`config.mk`:
```
export PLATFORM = sky130hd
export DESIGN_NAME = htc_top
export DESIGN_NICKNAME = d
export VERILOG_FILES = /design/src/core/htc_prescale.v /design/src/core/htc_top.v
export VERILOG_INCLUDE_DIRS = /design/src /design/src/inc
export SDC_FILE = /design/constraint.sdc
export NUM_CORES = 1
export LEC_CHECK = 0
export ABC_AREA = 0
export BUFFER_PORTS_ARGS = -buffer_cell sky130_fd_sc_hd__buf_2
export CORE_AREA = 3 3 156 127
export CTS_BUF_LIST = sky130_fd_sc_hd__clkbuf_8
export DETAILED_ROUTE_END_ITERATION = 10
export DIE_AREA = 0 0 159 130
export PLACE_DENSITY = 0.75
export RECOVER_POWER = 25
export SYNTH_ARGS = -nofsm -noshare
export SYNTH_HDL_FRONTEND = slang
export SYNTH_SLANG_ARGS = --single-unit
```
`constraint.sdc`:
```
create_clock -name ref_clk -period 5 [get_ports ref_clk]
set_input_delay 1 -clock ref_clk [delete_from_list [all_inputs] [get_ports ref_clk]]
set_output_delay 1 -clock ref_clk [all_outputs]
set_load 0.005 [all_outputs]
```
`src/inc/htc_map.vh`:
```
`ifndef HTC_MAP_VH
`define HTC_MAP_VH

// ==========================================================
// Register offsets (word index on the plain register port)
`define HTC_OFS_CTRL    4'h0
`define HTC_OFS_TOP     4'h1
`define HTC_OFS_CMP     4'h2
`define HTC_OFS_COUNT   4'h3
`define HTC_OFS_CAPT    4'h4
`define HTC_OFS_STAT    4'h5
`define HTC_OFS_CLR     4'h6
`define HTC_OFS_IRQEN   4'h7
`define HTC_OFS_WAKEEN  4'h8

// ==========================================================
// Control register fields
`define HTC_F_MODE_LO   0
`define HTC_F_MODE_HI   1
`define HTC_F_DOWN      2
`define HTC_F_SRC       3
`define HTC_F_PRE_LO    4
`define HTC_F_PRE_HI    6
`define HTC_F_CAPEN     7
`define HTC_F_RPEN      8
`define HTC_F_RUN       9
`define HTC_F_OCA_LO    10
`define HTC_F_OCA_HI    11

// ==========================================================
// Operating modes
`define HTC_MODE_WDOG   2'h0
`define HTC_MODE_CTC    2'h1
`define HTC_MODE_FPWM   2'h2
`define HTC_MODE_PFC    2'h3

// ==========================================================
// Output compare actions (non-PWM) / inversion (PWM, bit 0)
`define HTC_OCA_NONE    2'h0
`define HTC_OCA_TOGGLE  2'h1
`define HTC_OCA_CLEAR   2'h2
`define HTC_OCA_SET     2'h3

// ==========================================================
// Status bits
`define HTC_ST_OVF      0
`define HTC_ST_MATCH    1
`define HTC_ST_CAPT     2

// ==========================================================
// Reset values
`define HTC_RST_CTRL    16'h0100
`define HTC_RST_TOP     16'hFFFF
`define HTC_RST_CMP     16'h8000
`define HTC_RST_MASK    3'h0

// ==========================================================
// Prescaler selections, divide ratio minus one
`define HTC_PRE_DIV1    10'h000
`define HTC_PRE_DIV8    10'h007
`define HTC_PRE_DIV64   10'h03F
`define HTC_PRE_DIV256  10'h0FF
`define HTC_PRE_DIV1024 10'h3FF

`endif

```
`src/core/htc_prescale.v`:
```
`timescale 1ns/100ps
`include "htc_map.vh"

// ==========================================================
// Prescaler: turns the chosen source events into count ticks
module htc_prescale (
  // Clock and reset
  input  wire       clk,
  input  wire       rst_n,
  // Source selection and events
  input  wire       src_ext,
  input  wire       ext_rise,
  input  wire [2:0] pre_sel,
  input  wire       run,
  // Count tick
  output reg        tick
);

  reg  [9:0] div_cnt;    // Events seen in the current division
  reg  [9:0] div_last;   // Terminal value of the division
  wire       src_event;  // One source event this cycle

  // Source: every system clock, or a sampled timer clock edge
  assign src_event = run & (src_ext ? ext_rise : 1'b1);

  // Decode of the divide ratio
  always @* begin
    case (pre_sel)
      3'h0:    div_last = `HTC_PRE_DIV1;
      3'h1:    div_last = `HTC_PRE_DIV8;
      3'h2:    div_last = `HTC_PRE_DIV64;
      3'h3:    div_last = `HTC_PRE_DIV256;
      3'h4:    div_last = `HTC_PRE_DIV1024;
      default: div_last = `HTC_PRE_DIV1;
    endcase
  end

  // Divider; a stopped timer restarts with a fresh division
  always @(posedge clk or negedge rst_n) begin
    if (!rst_n) begin
      div_cnt <= 10'h000;
      tick    <= 1'b0;
    end else if (!run) begin
      div_cnt <= 10'h000;
      tick    <= 1'b0;
    end else if (src_event) begin
      if (div_cnt >= div_last) begin
        div_cnt <= 10'h000;
        tick    <= 1'b1;
      end else begin
        div_cnt <= div_cnt + 10'h001;
        tick    <= 1'b0;
      end
    end else begin
      tick <= 1'b0;
    end
  end

endmodule

```
`src/core/htc_top.v`:
```
// Operation
// (RQ1) 16-bit counter counting up or down
// (RQ2) Independent compare unit plus PWM generation
// (RQ3) Watchdog, clear-on-match, fast PWM, PFC PWM
// (RQ4) Selectable count source through programmable prescaler
// (RQ5) One static routed interrupt output
// (RQ6) Separate wake-up interrupt to standby controller
// (RQ7) Overflow, compare match, capture interrupt sources
// (RQ8) Glitch-free PWM with variable period
// (RQ9) Waveform driven on compare output pin
// (RQ10) Registers reached by bus master access
// (RQ11) Stand-alone mode: preloaded controls, direct reset
// (RQ12) Reset pin enable preloaded as enabled
// (RQ13) Counts on dedicated timer input clock
// (RQ14) Capture only non-PWM and bus mode
// (RQ15) Synchronised rising edge captures count value
// (RQ16) Without bus, interrupt is overflow flag
// (RQ17) With bus, interrupt gated by IRQ registers
// (RQ18) Counter reloads automatically each period
// (RQ19) PFC counts up then down, symmetric output
`timescale 1ns/100ps
`include "htc_map.vh"

module htc_top #(
  parameter [15:0] PRELOAD_CTRL = 16'h0300,  // Stand-alone control value
  parameter [15:0] PRELOAD_TOP  = 16'hFFFF,  // Stand-alone period
  parameter [15:0] PRELOAD_CMP  = 16'h8000   // Stand-alone compare
) (
  // Clock and reset
  input  wire        ref_clk,
  input  wire        rst_n,
  // Register port
  input  wire [3:0]  reg_addr,
  input  wire [15:0] reg_wdata,
  input  wire        reg_wr,
  input  wire        reg_rd,
  output reg  [15:0] reg_rdata,
  // Operating mode: high when a bus master runs the block
  input  wire        bus_enable,
  // Pins
  input  wire        timer_clock_in,
  input  wire        timer_reset_n_pin,
  input  wire        capture_trigger,
  // Results
  output reg         compare_output,
  output reg         timer_irq,
  output reg         wake_irq
);

  // ==========================================================
  // Reset release and pin synchronisers
  reg        rst_s1;          // First reset release stage
  reg        rst_s2;          // Released reset used by the design
  reg  [1:0] tclk_sync;       // Timer clock pin synchroniser
  reg        tclk_prev;       // Previous synchronised timer clock
  reg  [1:0] trst_sync;       // Reset pin synchroniser
  reg  [1:0] cap_sync;        // Capture pin synchroniser
  reg        cap_prev;        // Previous synchronised capture level

  // Reset released through two flops
  always @(posedge ref_clk or negedge rst_n) begin
    if (!rst_n) begin
      rst_s1 <= 1'b0;
      rst_s2 <= 1'b0;
    end else begin
      rst_s1 <= 1'b1;
      rst_s2 <= rst_s1;
    end
  end

  // Pins pass two flops; edge detection looks at the second only
  always @(posedge ref_clk or negedge rst_s2) begin
    if (!rst_s2) begin
      tclk_sync <= 2'h0;
      tclk_prev <= 1'b0;
      trst_sync <= 2'h3;
      cap_sync  <= 2'h0;
      cap_prev  <= 1'b0;
    end else begin
      tclk_sync <= {tclk_sync[0], timer_clock_in};
      tclk_prev <= tclk_sync[1];
      trst_sync <= {trst_sync[0], timer_reset_n_pin};
      cap_sync  <= {cap_sync[0], capture_trigger};  // [RQ15]
      cap_prev  <= cap_sync[1];
    end
  end

  wire tclk_rise = tclk_sync[1] & ~tclk_prev;  // Timer clock edge [RQ13]
  wire cap_rise  = cap_sync[1] & ~cap_prev;    // Capture edge [RQ15]

  // ==========================================================
  // Register storage
  reg  [15:0] ctrl_reg;     // Control register
  reg  [15:0] top_reg;      // Period, as written
  reg  [15:0] cmp_reg;      // Compare, as written
  reg  [15:0] top_act;      // Period in force
  reg  [15:0] cmp_act;      // Compare in force
  reg  [15:0] count_value;  // The counter
  reg  [15:0] capture_register;  // Time stamp of last capture
  reg  [2:0]  status;       // Sticky event flags
  reg  [2:0]  irq_en;       // Routed interrupt enables
  reg  [2:0]  wake_en;      // Wake-up interrupt enables
  reg         count_up;     // PFC direction, high while rising

  // Effective control: preloaded values when no bus runs the block
  wire [15:0] ctrl_eff = bus_enable ? ctrl_reg : PRELOAD_CTRL;  // [RQ11]
  wire [15:0] top_src  = bus_enable ? top_reg : PRELOAD_TOP;
  wire [15:0] cmp_src  = bus_enable ? cmp_reg : PRELOAD_CMP;

  wire [1:0] mode     = ctrl_eff[`HTC_F_MODE_HI:`HTC_F_MODE_LO];  // [RQ3]
  wire       dir_down = ctrl_eff[`HTC_F_DOWN];
  wire       src_ext  = ctrl_eff[`HTC_F_SRC];
  wire [2:0] pre_sel  = ctrl_eff[`HTC_F_PRE_HI:`HTC_F_PRE_LO];
  wire       cap_en   = ctrl_eff[`HTC_F_CAPEN];
  wire       run      = ctrl_eff[`HTC_F_RUN];
  wire [1:0] oc_act   = ctrl_eff[`HTC_F_OCA_HI:`HTC_F_OCA_LO];
  wire       pwm_mode = mode[1];

  // The reset pin enable is always set in stand-alone use
  wire rpin_en = bus_enable ? ctrl_reg[`HTC_F_RPEN] : 1'b1;  // [RQ12]

  // Timer-local reset from the pin, gated by its enable
  wire pin_reset = rpin_en & ~trst_sync[1];  // [RQ11]

  // Bus access decode
  wire wr_ctrl  = reg_wr & bus_enable & (reg_addr == `HTC_OFS_CTRL);   // [RQ10]
  wire wr_top   = reg_wr & bus_enable & (reg_addr == `HTC_OFS_TOP);
  wire wr_cmp   = reg_wr & bus_enable & (reg_addr == `HTC_OFS_CMP);
  wire wr_count = reg_wr & bus_enable & (reg_addr == `HTC_OFS_COUNT);
  wire wr_clr   = reg_wr & bus_enable & (reg_addr == `HTC_OFS_CLR);
  wire wr_irqen = reg_wr & bus_enable & (reg_addr == `HTC_OFS_IRQEN);
  wire wr_wake  = reg_wr & bus_enable & (reg_addr == `HTC_OFS_WAKEEN);

  // ==========================================================
  // Prescaler
  wire tick;  // One count step

  htc_prescale u_pre (
    .clk      (ref_clk),
    .rst_n    (rst_s2),
    .src_ext  (src_ext),
    .ext_rise (tclk_rise),
    .pre_sel  (pre_sel),
    .run      (run & ~pin_reset),
    .tick     (tick)
  );  // [RQ4]

  // ==========================================================
  // Count sequencing
  reg  [15:0] next_count;   // Counter after this tick
  reg         next_up;      // PFC direction after this tick
  reg         ovf_ev;       // Period end reached
  reg         next_oc;      // Compare output after this tick
  wire [15:0] limit   = (mode == `HTC_MODE_WDOG) ? 16'hFFFF : top_act;
  wire        match   = (count_value == cmp_act);
  wire        cap_ev  = cap_rise & cap_en & bus_enable & ~pwm_mode;  // [RQ14]

  // Next count, overflow and waveform for one tick
  always @* begin
    next_count = count_value;
    next_up    = count_up;
    ovf_ev     = 1'b0;
    next_oc    = compare_output;
    case (mode)
      `HTC_MODE_WDOG, `HTC_MODE_CTC: begin
        if (dir_down) begin
          // Down count reloads the limit at zero [RQ1] [RQ18]
          if (count_value == 16'h0000) begin
            next_count = limit;
            ovf_ev     = 1'b1;
          end else begin
            next_count = count_value - 16'h0001;
          end
        end else begin
          // Up count clears at the limit [RQ1] [RQ18]
          if (count_value >= limit) begin
            next_count = 16'h0000;
            ovf_ev     = 1'b1;
          end else begin
            next_count = count_value + 16'h0001;
          end
        end
        // Compare unit acts on its own [RQ2] [RQ9]
        if (match) begin
          case (oc_act)
            `HTC_OCA_TOGGLE: next_oc = ~compare_output;
            `HTC_OCA_CLEAR:  next_oc = 1'b0;
            `HTC_OCA_SET:    next_oc = 1'b1;
            default:         next_oc = compare_output;
          endcase
        end
      end
      `HTC_MODE_FPWM: begin
        // Sawtooth up to the period, output high from bottom to match
        if (count_value >= top_act) begin
          next_count = 16'h0000;
          ovf_ev     = 1'b1;
          next_oc    = ~oc_act[0];  // [RQ9]
        end else begin
          next_count = count_value + 16'h0001;
          if (match) begin
            next_oc = oc_act[0];  // [RQ2]
          end
        end
      end
      `HTC_MODE_PFC: begin
        // Triangle: up to the period, down to zero [RQ19]
        if (count_up) begin
          if (count_value >= top_act) begin
            next_up    = 1'b0;
            next_count = count_value - 16'h0001;
          end else begin
            next_count = count_value + 16'h0001;
          end
        end else begin
          if (count_value == 16'h0000) begin
            next_up    = 1'b1;
            next_count = 16'h0001;
            ovf_ev     = 1'b1;
          end else begin
            next_count = count_value - 16'h0001;
          end
        end
        // Clear on the way up, set on the way down [RQ19]
        if (match) begin
          next_oc = count_up ? oc_act[0] : ~oc_act[0];
        end
      end
      default: begin
        next_count = count_value;
      end
    endcase
  end

  // Counter, direction, output and the period/compare in force
  always @(posedge ref_clk or negedge rst_s2) begin
    if (!rst_s2) begin
      count_value    <= 16'h0000;
      count_up       <= 1'b1;
      compare_output <= 1'b0;
      top_act        <= `HTC_RST_TOP;
      cmp_act        <= `HTC_RST_CMP;
    end else if (pin_reset) begin
      count_value    <= 16'h0000;
      count_up       <= 1'b1;
      compare_output <= 1'b0;
      top_act        <= top_src;
      cmp_act        <= cmp_src;
    end else begin
      if (wr_count) begin
        count_value <= reg_wdata;
      end else if (tick) begin
        count_value    <= next_count;
        count_up       <= next_up;
        compare_output <= next_oc;  // [RQ9]
      end
      // A running PWM takes new values only at the period end, so no
      // partial period can shorten or split a pulse [RQ8]
      if (!pwm_mode || !run || (tick && ovf_ev)) begin
        top_act <= top_src;
        cmp_act <= cmp_src;
      end
    end
  end

  // ==========================================================
  // Capture register
  always @(posedge ref_clk or negedge rst_s2) begin
    if (!rst_s2) begin
      capture_register <= 16'h0000;
    end else if (cap_ev) begin
      capture_register <= count_value;  // [RQ15]
    end
  end

  // ==========================================================
  // Control registers written by the bus master
  always @(posedge ref_clk or negedge rst_s2) begin
    if (!rst_s2) begin
      ctrl_reg <= `HTC_RST_CTRL;  // Reset pin enable starts set [RQ12]
      top_reg  <= `HTC_RST_TOP;
      cmp_reg  <= `HTC_RST_CMP;
      irq_en   <= `HTC_RST_MASK;
      wake_en  <= `HTC_RST_MASK;
    end else begin
      if (wr_ctrl) begin
        ctrl_reg <= reg_wdata;  // [RQ10]
      end
      if (wr_top) begin
        top_reg <= reg_wdata;  // Variable period [RQ8]
      end
      if (wr_cmp) begin
        cmp_reg <= reg_wdata;
      end
      if (wr_irqen) begin
        irq_en <= reg_wdata[2:0];  // [RQ17]
      end
      if (wr_wake) begin
        wake_en <= reg_wdata[2:0];
      end
    end
  end

  // ==========================================================
  // Sticky status; a new event wins over a clear in the same cycle
  wire [2:0] events = {cap_ev, tick & match, tick & ovf_ev};  // [RQ7]
  wire [2:0] clr    = wr_clr ? reg_wdata[2:0] : 3'h0;
  wire [2:0] next_status = (status & ~clr) | events;  // [RQ7]
  // A pin reset wins, so the interrupts drop in the same cycle as the flags
  wire [2:0] status_d    = pin_reset ? 3'h0 : next_status;

  always @(posedge ref_clk or negedge rst_s2) begin
    if (!rst_s2) begin
      status <= 3'h0;
    end else begin
      status <= status_d;  // Pin reset clears the flags [RQ11]
    end
  end

  // ==========================================================
  // Interrupt outputs, registered
  always @(posedge ref_clk or negedge rst_s2) begin
    if (!rst_s2) begin
      timer_irq <= 1'b0;
      wake_irq  <= 1'b0;
    end else begin
      if (bus_enable) begin
        timer_irq <= |(status_d & irq_en);  // [RQ5] [RQ17]
      end else begin
        timer_irq <= status_d[`HTC_ST_OVF];  // [RQ16]
      end
      // Stand-alone use wakes on overflow alone
      wake_irq <= bus_enable ? |(status_d & wake_en)
                             : status_d[`HTC_ST_OVF];  // [RQ6]
    end
  end

  // ==========================================================
  // Read data, valid in the cycle after the read strobe
  always @(posedge ref_clk or negedge rst_s2) begin
    if (!rst_s2) begin
      reg_rdata <= 16'h0000;
    end else if (reg_rd) begin
      case (reg_addr)
        `HTC_OFS_CTRL:   reg_rdata <= ctrl_eff;
        `HTC_OFS_TOP:    reg_rdata <= top_src;
        `HTC_OFS_CMP:    reg_rdata <= cmp_src;
        `HTC_OFS_COUNT:  reg_rdata <= count_value;
        `HTC_OFS_CAPT:   reg_rdata <= capture_register;
        `HTC_OFS_STAT:   reg_rdata <= {13'h0000, status};
        `HTC_OFS_IRQEN:  reg_rdata <= {13'h0000, irq_en};
        `HTC_OFS_WAKEEN: reg_rdata <= {13'h0000, wake_en};
        default:         reg_rdata <= 16'h0000;  // Unmapped and clear reg
      endcase
    end else begin
      reg_rdata <= 16'h0000;
    end
  end

endmodule

```
# Word level (Yosys, flattened, before mapping)
# Index checks and enable logic that the tools add are counted.
# Widths: inputs -> output; s select.
# totals
input_bits	28
regBits	162
out_inout_bits	19
elab_cells	158
# classes
bitwise_logic	30
n_reduce_logical	17
eq_ne	25
order_cmp	3
mux	56
add_sub_neg	3
# op_table
operator	n
$mux 16	19
$pmux 16 s8	1
$pmux 16 s3	1
$pmux 10 s4	1
$ge 16x16->1	2
$mux 10	3
$mux 1	26
$and 1x1->1	18
$add 16x1->16 const B	1
$eq 16x16->1	1
$eq 4x3->1 const B	4
$logic_not 16->1	1
$sub 16x1->16 const B	1
$add 10x1->10 const B	1
$ge 10x10->1	1
$and 3x3->3	3
$pmux 1 s3	3
$eq 2x2->1 const B	4
$eq 4x2->1 const B	2
$not 1->1	7
$eq 3x2->1 const B	2
$mux 3	2
$ne 3x3->1 const B	2
$reduce_and 6->1	1
20 further kinds	27

# Logic depth before layout (Yosys ltp)
# Gate-level depths: netlist of run 1.
# depth
ltp_word	13
depth_mapped	14
depth_no_buf	11

# Hierarchy
# Synthesis of run 1 repeated with hierarchy kept, for this count alone.
# unflattened
cells_unflattened	1055
area_unflattened_um2	9910.8
# by_module_without_submodules
module	seq_area_each_um2	n_inst	area_per_inst_um2	cells_per_inst
htc_top	3826.2	1	8989.9	959
htc_prescale	275.3	1	920.9	96

# Worst setup path before layout of run 1
# No wires, ideal clock.
# synth_timing
path_type	in2reg
from	in bus_enable
to	reg u_pre.div_cnt[2]
t_arrival_ps	3965
path_stages	13
setup_slack_ps	953
path_buffers	5
t_required_ps	4918
setup_time_ps	82
cell_sequence	clkbuf_1 > clkbuf_1 > buf_1 > clkbuf_1 > o21ai_0 > ha_1 > a2111o_1 > a31oi_1 > o21a_1 > a21o_1 > clkbuf_1 > a21oi_1 > a31oi_1
# synth_via
elab_chain_len	7
elab_cells_between_ends	17
cone_classes	order compare: 1; eq/ne: 5; mux: 7; bitwise: 4
# synth_lines
element	line	text
start, declared	htc_top.v:39	input wire bus_enable,
$mux 16	htc_top.v:106	wire [15:0] ctrl_eff = bus_enable ? ctrl_reg : PRELOAD_CTRL;
$eq 3x3->1 (tied with other cells)	htc_prescale.v:28	case (pre_sel)
$pmux 10 s4	htc_prescale.v:28	
$ge 10x10->1	htc_prescale.v:47	if (div_cnt >= div_last) begin
$mux 10	htc_prescale.v:47	
$mux 10	htc_prescale.v:46	end else if (src_event) begin
$mux 10	htc_prescale.v:43	end else if (!run) begin
end signal, assigned	htc_prescale.v:51	div_cnt <= div_cnt + 10'h001;
end, declared	htc_prescale.v:19	reg [9:0] div_cnt;
# Several ways; a longest one is shown, not always the timed one. The select of a mux whose other input is x is not followed.
# A chain may end at the register's enable or synchronous reset.

# Worst setup path in the final report of run 1
# layout_timing
from	reg ctrl_reg[1]
to	reg count_value[5]
# layout_via
elab_chain_len	10
elab_cells_between_ends	15
cone_classes	order compare: 1; eq/ne: 3; mux: 9; reduce/logical: 2
# layout_lines
element	line	text
start, declared	htc_top.v:93	reg [15:0] ctrl_reg;
start signal, assigned	htc_top.v:280	ctrl_reg <= `HTC_RST_CTRL;
start signal, assigned	htc_top.v:287	ctrl_reg <= reg_wdata;
$mux 16 *	htc_top.v:106	
$logic_not 2->1	htc_top.v:164	case (mode)
$mux 16	htc_top.v:154	wire [15:0] limit = (mode == `HTC_MODE_WDOG) ? 16'hFFFF : top_act;
$ge 16x16->1	htc_top.v:176	if (count_value >= limit) begin
$mux 16	htc_top.v:176	
$mux 16	htc_top.v:166	if (dir_down) begin
$pmux 16 s3 *	htc_top.v:164	
$mux 16 *	htc_top.v:252	end else if (tick) begin
$mux 16 *	htc_top.v:250	if (wr_count) begin
$mux 16 *	htc_top.v:243	end else if (pin_reset) begin
end signal, assigned	htc_top.v:251	count_value <= reg_wdata;
end signal, assigned	htc_top.v:253	count_value <= next_count;
end, declared	htc_top.v:98	reg [15:0] count_value;
# Mark *: on every way between the ends. The rest lies on a longest branch, timed or not. The select of a mux whose other input is x is not followed.

==> reports/metrics.cfg, run 1 <==
[die]
die-width_um=159
die-area_um2=20700
std_cell_rows=44
io_pins=47
die_y_um=130
initial_core_util_pct=54.9
core_um2=18300

[routing]
drc=0
top_layer_used=met4
routed-wl-met3_mm=3.38
wl_met1_mm=13.5
firstDrtPassIters=6
via_per_inst=6.55
wl_per_cell_um=23.6
vias=8643
ant_nets=0
dr_wl_met2_mm=13.5
drtIter0Drc=1190
postRouteWirelength_mm=31.2

[logic_synthesis]
syn_inst=1034
ys.flop_type=dfrtp_1
synthXorXnorAreaFrac_pct=3.93
synthSimpleGateAreaFrac_pct=16.3
postSynthAreaPerCell_um2=9.71
ys_types=80
synth-edff-count=0
synth_area_um2=10000
synth-async-reset-ratio_pct=100
yosys_warnings=0
synth_compound_area_share_pct=17.2
synth_fa_ha_area_share_pct=5.73
seq_area_frac_synth_pct=40.8
synth_top_family_by_area=compound AO/OA/AOI/OAI gates
ys_seq_elements=162
synth_nets=1108
yosys-mux-area-fraction_pct=11.1

[worst_setup_path]
path_max_fanout=14
worst_setup_path_end_kind=register
crit_path_start_kind=register
cp.required_ns=5.42
worstPathArrival_ns=4.37
criticalPathCategory=reg -> reg

[clock_network]
cts_made_buffers=17
cts_max_path_buffers=2
clockRootBuffer=clkbuf_8
ctsHoldBuffers=0
cts_setup_buffers=0
cts-resized-gates=0
cts_tree=yes
clock_sinks=162
insertion_delay_ns=0.49
cts_htree_levels=4
clk_pin_slew_ns=0.11

[timing]
rsz0062_at_grt=false
fin_crit_sh_pct=79.1
tns_ns=0
hold_viol=0
fin_crit_ns=3.96
tightest_slew_ns=2.45
finalSetupViolCount=0
finClkSkew_ns=0.0151
relSlewSlack_pct=-63.0
fmax_ghz=0.253
drv_slew=62

[power_and_ir_drop]
p_int_w=0.00254
p_switching_w=0.00187
power_frac_clock_pct=22.2
power_density_nw_per_um2=405
switching_share_pct=42.4
pwr-share-seq_pct=40.1
pwr-share-comb_pct=37.7
p_total_w=0.00441
p_leak_nw=4.74
ir_worst_vdd_mv=0.177

[placed_design]
hpwl_mm=22.3
gp_routability_congestion=1.01
placed_area_um2=10500
io_buffers=46

[global_routing]
grt_start_max_net_pins=62
grt_first_pass_wirelength_mm=48.6
grt_use_total_pct=30.4
grt_overflow=0
grt_pass1_vias=8360
antenna_found_initial=0

[layout]
antenna_cells=0
utilization_pct=59.6
postLayoutCellArea_um2=10900
fin_nets=1127
seqCellArea_um2=4100
n_fill_cell=1592
syn2layout_area_growth_pct=8.42
mostFrequentLayoutCells=dfrtp_1, mux2_2, nand2_1
drive_above_1_share_pct=22.8
multiInputGateArea_um2=5480
final_common_cell=dfrtp_1

[flow_run]
max_cap_viol_count=1

[min_path]
hold_class=in -> async

[status]
failed_checks=capacitance limit, slew limit
status=finished with violations

==> cell families (layout without fill, tap and decap cells) <==
group                      after synthesis  in the layout
AOI/OAI and AO/OA                      243            243
adders and majority gates               46             46
DFF                                    162            162
other                                    1              1
muxes                                  101            101
buffers and inverters                  118            150
xor gates and xnor gates                45             45
and+or+nand+nor                        318            318
==> cell type report <==
type / instances / area share [%]
clock inverter: 15 / 1.53
inverter: 47 / 1.62
sequential: 162 / 37.7
timing repair buffer: 71 / 3.80
multi-input combinational: 754 / 50.3
clock buffer: 17 / 2.15
tap: 253 / 2.91
==> routing by layer <==
layer	vias to the layer above	GRT usage, %
met5	-	0
met4	0	10.2
met3	86	6.06
met2	526	45.8
met1	4196	44.4
li1	3835	-
==> power groups by stage <==
stage                     logic, W  clock network, W  registers, W
after floorplan            0.00126                 0       0.00167
after global placement     0.00161                 0       0.00178
after detailed placement   0.00162                 0       0.00178
after CTS                  0.00163          0.000988       0.00176
after global routing       0.00183           0.00104       0.00179
final                      0.00167          0.000979       0.00177
==> cells in the mapped netlist (6+ instances only) <==
library cell | n | area (µm²)
nor3_1 | 23 | 115
a31oi_1 | 16 | 100
mux2i_1 | 18 | 180
clkbuf_1 | 55 | 206
a21oi_1 | 52 | 260
nor2_1 | 66 | 248
nand3_1 | 24 | 120
ha_1 | 46 | 576
and2_1 | 10 | 62.6
mux2_2 | 79 | 890
dfstp_2 | 38 | 998
a311oi_1 | 6 | 52.6
inv_1 | 46 | 173
nand2_1 | 76 | 285
a21o_1 | 6 | 45.0
and3_1 | 17 | 106
a211oi_1 | 6 | 45.0
nor2b_1 | 8 | 50.1
xnor2_1 | 33 | 289
dfrtp_1 | 124 | 3100
nor4_1 | 8 | 50.1
a222oi_1 | 14 | 140
xor2_1 | 12 | 105
o21a_1 | 7 | 52.6
a22o_1 | 10 | 87.6
a22oi_1 | 14 | 105
nand2b_1 | 32 | 200
o21ai_0 | 37 | 185
or3_1 | 11 | 68.8
nand4_1 | 13 | 81.3
o211ai_1 | 11 | 82.6
==> worst max-delay path: stages (launching register included) <==
cell	delay [ns]
dfrtp_1	0.49
o21ai_1	0.89
nor2_1	0.21
ha_1	0.36
a211oi_1	0.23
o21bai_1	0.12
o311ai_0	0.50
o21ai_1	0.35
or3_1	0.45
o2111a_1	0.12
nor3_1	0.16
==> worst paths after layout <==
check	start	end	slack [ns]	cells after the start
max	ctrl_reg[1]	count_value[5]	1.04	10
min	rst_n	rst_s2	0.27	1
max reg2reg	ctrl_reg[1]	count_value[5]	1.04	10
min reg2reg	trst_sync[0]	trst_sync[1]	0.36	0
max in group asynchronous	rst_s2	count_value[10]	1.75	1
min in group ref_clk	trst_sync[0]	trst_sync[1]	0.36	0
==> metrics by stage <==
stage | hold slack, ns | instances | setup WS [ns]
after global placement | 0.332 | 1287 | 0.853
after floorplan | 0.331 | 1034 | 0.218
after detailed placement | 0.344 | 1287 | 0.795
after global routing | 0.250 | 1319 | 0.776
after CTS | 0.249 | 1319 | 1.15
final | 0.268 | 1319 | 1.04
No activity file was read; power rests on OpenSTA's default activity.
==> inputs of run 2 (changes only) <==
==> constraint.sdc (replaced) <==
create_clock -name ref_clk -period 3.3 [get_ports ref_clk]
set_input_delay 0.66 -clock ref_clk [delete_from_list [all_inputs] [get_ports ref_clk]]
set_output_delay 0.66 -clock ref_clk [all_outputs]
set_load 0.005 [all_outputs]
==> run 2 against run 1 <==
The run now ends clean. Wire length is 5.0% higher. Final cell count rose by 4.3%. First-iteration DRC count rose by 6.6%. Via count increased by 5.2%. Largest power group is now combinational logic. Sequential share of layout area shrank 1.5 points. Critical path depth is 1 higher. Count of clock-buffer cells in the layout rose by 1. Utilization rose by 2.5 points. Clock power increased by 52%. Global-route usage up 1.4 points. Die area is the same. Final area is 4.3% higher.
==> reports/metrics.cfg, run 2 (same netlist as run 1, synthesis figures left out) <==
[routing]
drc=0  ; unchanged
ant_nets=0  ; unchanged
firstDrtPassIters=7  ; was 6
vias=9094  ; was 8643
drtIter0Drc=1268  ; was 1190
via_per_inst=6.61  ; was 6.55
wl_per_cell_um=23.8  ; was 23.6 µm
postRouteWirelength_mm=32.7  ; was 31.2 mm

[timing]
hold_viol=0  ; unchanged
relSlewSlack_pct=13.5  ; was -63.0%
drv_slew=0  ; was 62
fmax_ghz=0.319  ; was 0.253 GHz
finalSetupViolCount=0  ; unchanged
finClkSkew_ns=0.0181  ; was 0.0151 ns
fin_crit_ns=3.14  ; was 3.96 ns
hold_ws_ns=0.273  ; was 0.268 ns
tightest_slew_ns=1.30  ; was 2.45 ns
fin_crit_sh_pct=95.0  ; was 79.1%

[worst_setup_path]
criticalPathCategory=reg -> reg  ; unchanged
r2r_cells=11  ; was 10
endpoint=count_value[14]  ; was count_value[5]
r2r_setup_slack_ns=0.16  ; was 1.04 ns
crit_path_start_kind=register  ; unchanged
r2r_start=ctrl_reg[0]  ; was ctrl_reg[1]
worst_setup_path_end_kind=register  ; unchanged
startpoint=ctrl_reg[0]  ; was ctrl_reg[1]
path_max_fanout=16  ; was 14
worstPathArrival_ns=3.54  ; was 4.37 ns
cp.required_ns=3.71  ; was 5.42 ns
r2r_end=count_value[14]  ; was count_value[5]

[global_routing]
antenna_found_initial=0  ; unchanged
grt_busiest_layer=met2  ; unchanged
grt_pass1_vias=8629  ; was 8360
grt_first_pass_wirelength_mm=50.6  ; was 48.6 mm
grt_overflow=0  ; unchanged
use_met1_pct=46.0  ; was 44.4%
grt_start_max_net_pins=98  ; was 62
grt_use_total_pct=31.8  ; was 30.4%
use_met2_pct=47.0  ; was 45.8%
grtUsageMet3_pct=6.92  ; was 6.06%

[placed_design]
placed_area_um2=11000  ; was 10500 µm²
hpwl_mm=23.9  ; was 22.3 mm
dp_cells=1343  ; was 1287
io_buffers=46  ; unchanged
gp_routability_congestion=1.02  ; was 1.01

[flow_run]
max_cap_viol_count=0  ; was 1

[clock_network]
cts_tree=yes  ; unchanged
cts_htree_levels=4  ; unchanged
cts_made_buffers=17  ; unchanged
cts_setup_buffers=0  ; unchanged
clock_sinks=162  ; unchanged
clk_pin_slew_ns=0.10  ; was 0.11 ns
insertion_delay_ns=0.47  ; was 0.49 ns
cts_max_path_buffers=2  ; unchanged
clockRootBuffer=clkbuf_8  ; unchanged

[layout]
stdcell_count=1376  ; was 1319
postLayoutCellArea_um2=11400  ; was 10900 µm²
final_common_cell=dfrtp_1  ; unchanged
syn2layout_area_growth_pct=13.0  ; was 8.42%
n_fill_cell=1533  ; was 1592
drive_above_1_share_pct=26.9  ; was 22.8%
mostFrequentLayoutCells=dfrtp_1, mux2_2, buf_4  ; was dfrtp_1, mux2_2, nand2_1
fin_nets=1184  ; was 1127
antenna_cells=0  ; unchanged

[min_path]
hold_class=in -> reg  ; was in -> async

[power_and_ir_drop]
p_total_w=0.00694  ; was 0.00441 W
p_leak_nw=5.03  ; was 4.74 nW
power_density_nw_per_um2=612  ; was 405 nW/µm²
ir_worst_vdd_mv=0.294  ; was 0.177 mV

[die]
std_cell_rows=44  ; unchanged
io_pins=47  ; unchanged
die_y_um=130  ; unchanged
die-width_um=159  ; unchanged
initial_core_util_pct=54.9  ; unchanged
die-area_um2=20700  ; unchanged
core_um2=18300  ; unchanged

[status]
status=complete, no violations  ; was finished with violations

run 2: worst min-delay path by stage:
stage | startpoint | endpoint | slack (ns) | depth (start not counted)
CTS | timer_reset_n_pin | trst_sync[0] | 0.26 | 1
detailed placement | rst_s2 | ctrl_reg[15] | 0.27 | 0
global route | timer_reset_n_pin | trst_sync[0] | 0.25 | 1
finish | timer_reset_n_pin | trst_sync[0] | 0.27 | 1
global placement | rst_s2 | cap_prev | 0.27 | 0
floorplan | rst_s1 | rst_s2 | 0.33 | 0
run 2: metal layers:
metal | share of wire [%] | wire length [µm]
met2 | 42 | 13900
met5 | 0 | 0
met3 | 11 | 3720
met1 | 42 | 13800
met4 | 3.9 | 1290
run 2: repair_timing:
action / 4_1_cts / 5_1_grt
endpoints found under the setup margin: 0 / 7
hold buffers: 1 / 0
endpoints found under the hold margin: 2 / 0
gates resized for setup: 0 / 5
run 2: cell type report:
cell class	instances	area (µm²)	area share, %
multi-input combinational	754	5500	48.4
sequential	162	4100	36.1
timing repair buffer	128	870	7.66
tap	253	317	2.79
clock buffer	18	248	2.18
inverter	47	176	1.55
clock inverter	14	144	1.27
run 2: critical path: stages (launching register included):
cell       delay [ns]
dfrtp_1          0.40
o21ai_2          0.19
buf_4            0.27
nor2_1           0.10
ha_1             0.29
a211oi_1         0.24
nor2_1           0.10
a2111oi_0        0.55
o21ai_1          0.30
or3_1            0.41
o221ai_1         0.07
o21a_1           0.16
run 2: per-stage QoR:
step	util (%)	TNS [ns]	setup slack (ns)
3_5_place_dp	59.9	-0.207	-0.0618
3_3_place_gp	59.9	-0.000713	-0.000713
2_1_floorplan	-	0	0.0334
6_report	62.1	0	0.164
4_1_cts	62.1	0	0.189
5_1_grt	62.1	-0.00777	-0.00777
run 2: report_power, final:
group	internal, W	leakage, nW	switching, W	total, W
combinational	0.00115	2.79	0.00170	0.00285
clock	0.000643	0.198	0.000843	0.00149
sequential	0.00232	2.05	0.000293	0.00261
total	0.00410	5.03	0.00284	0.00694
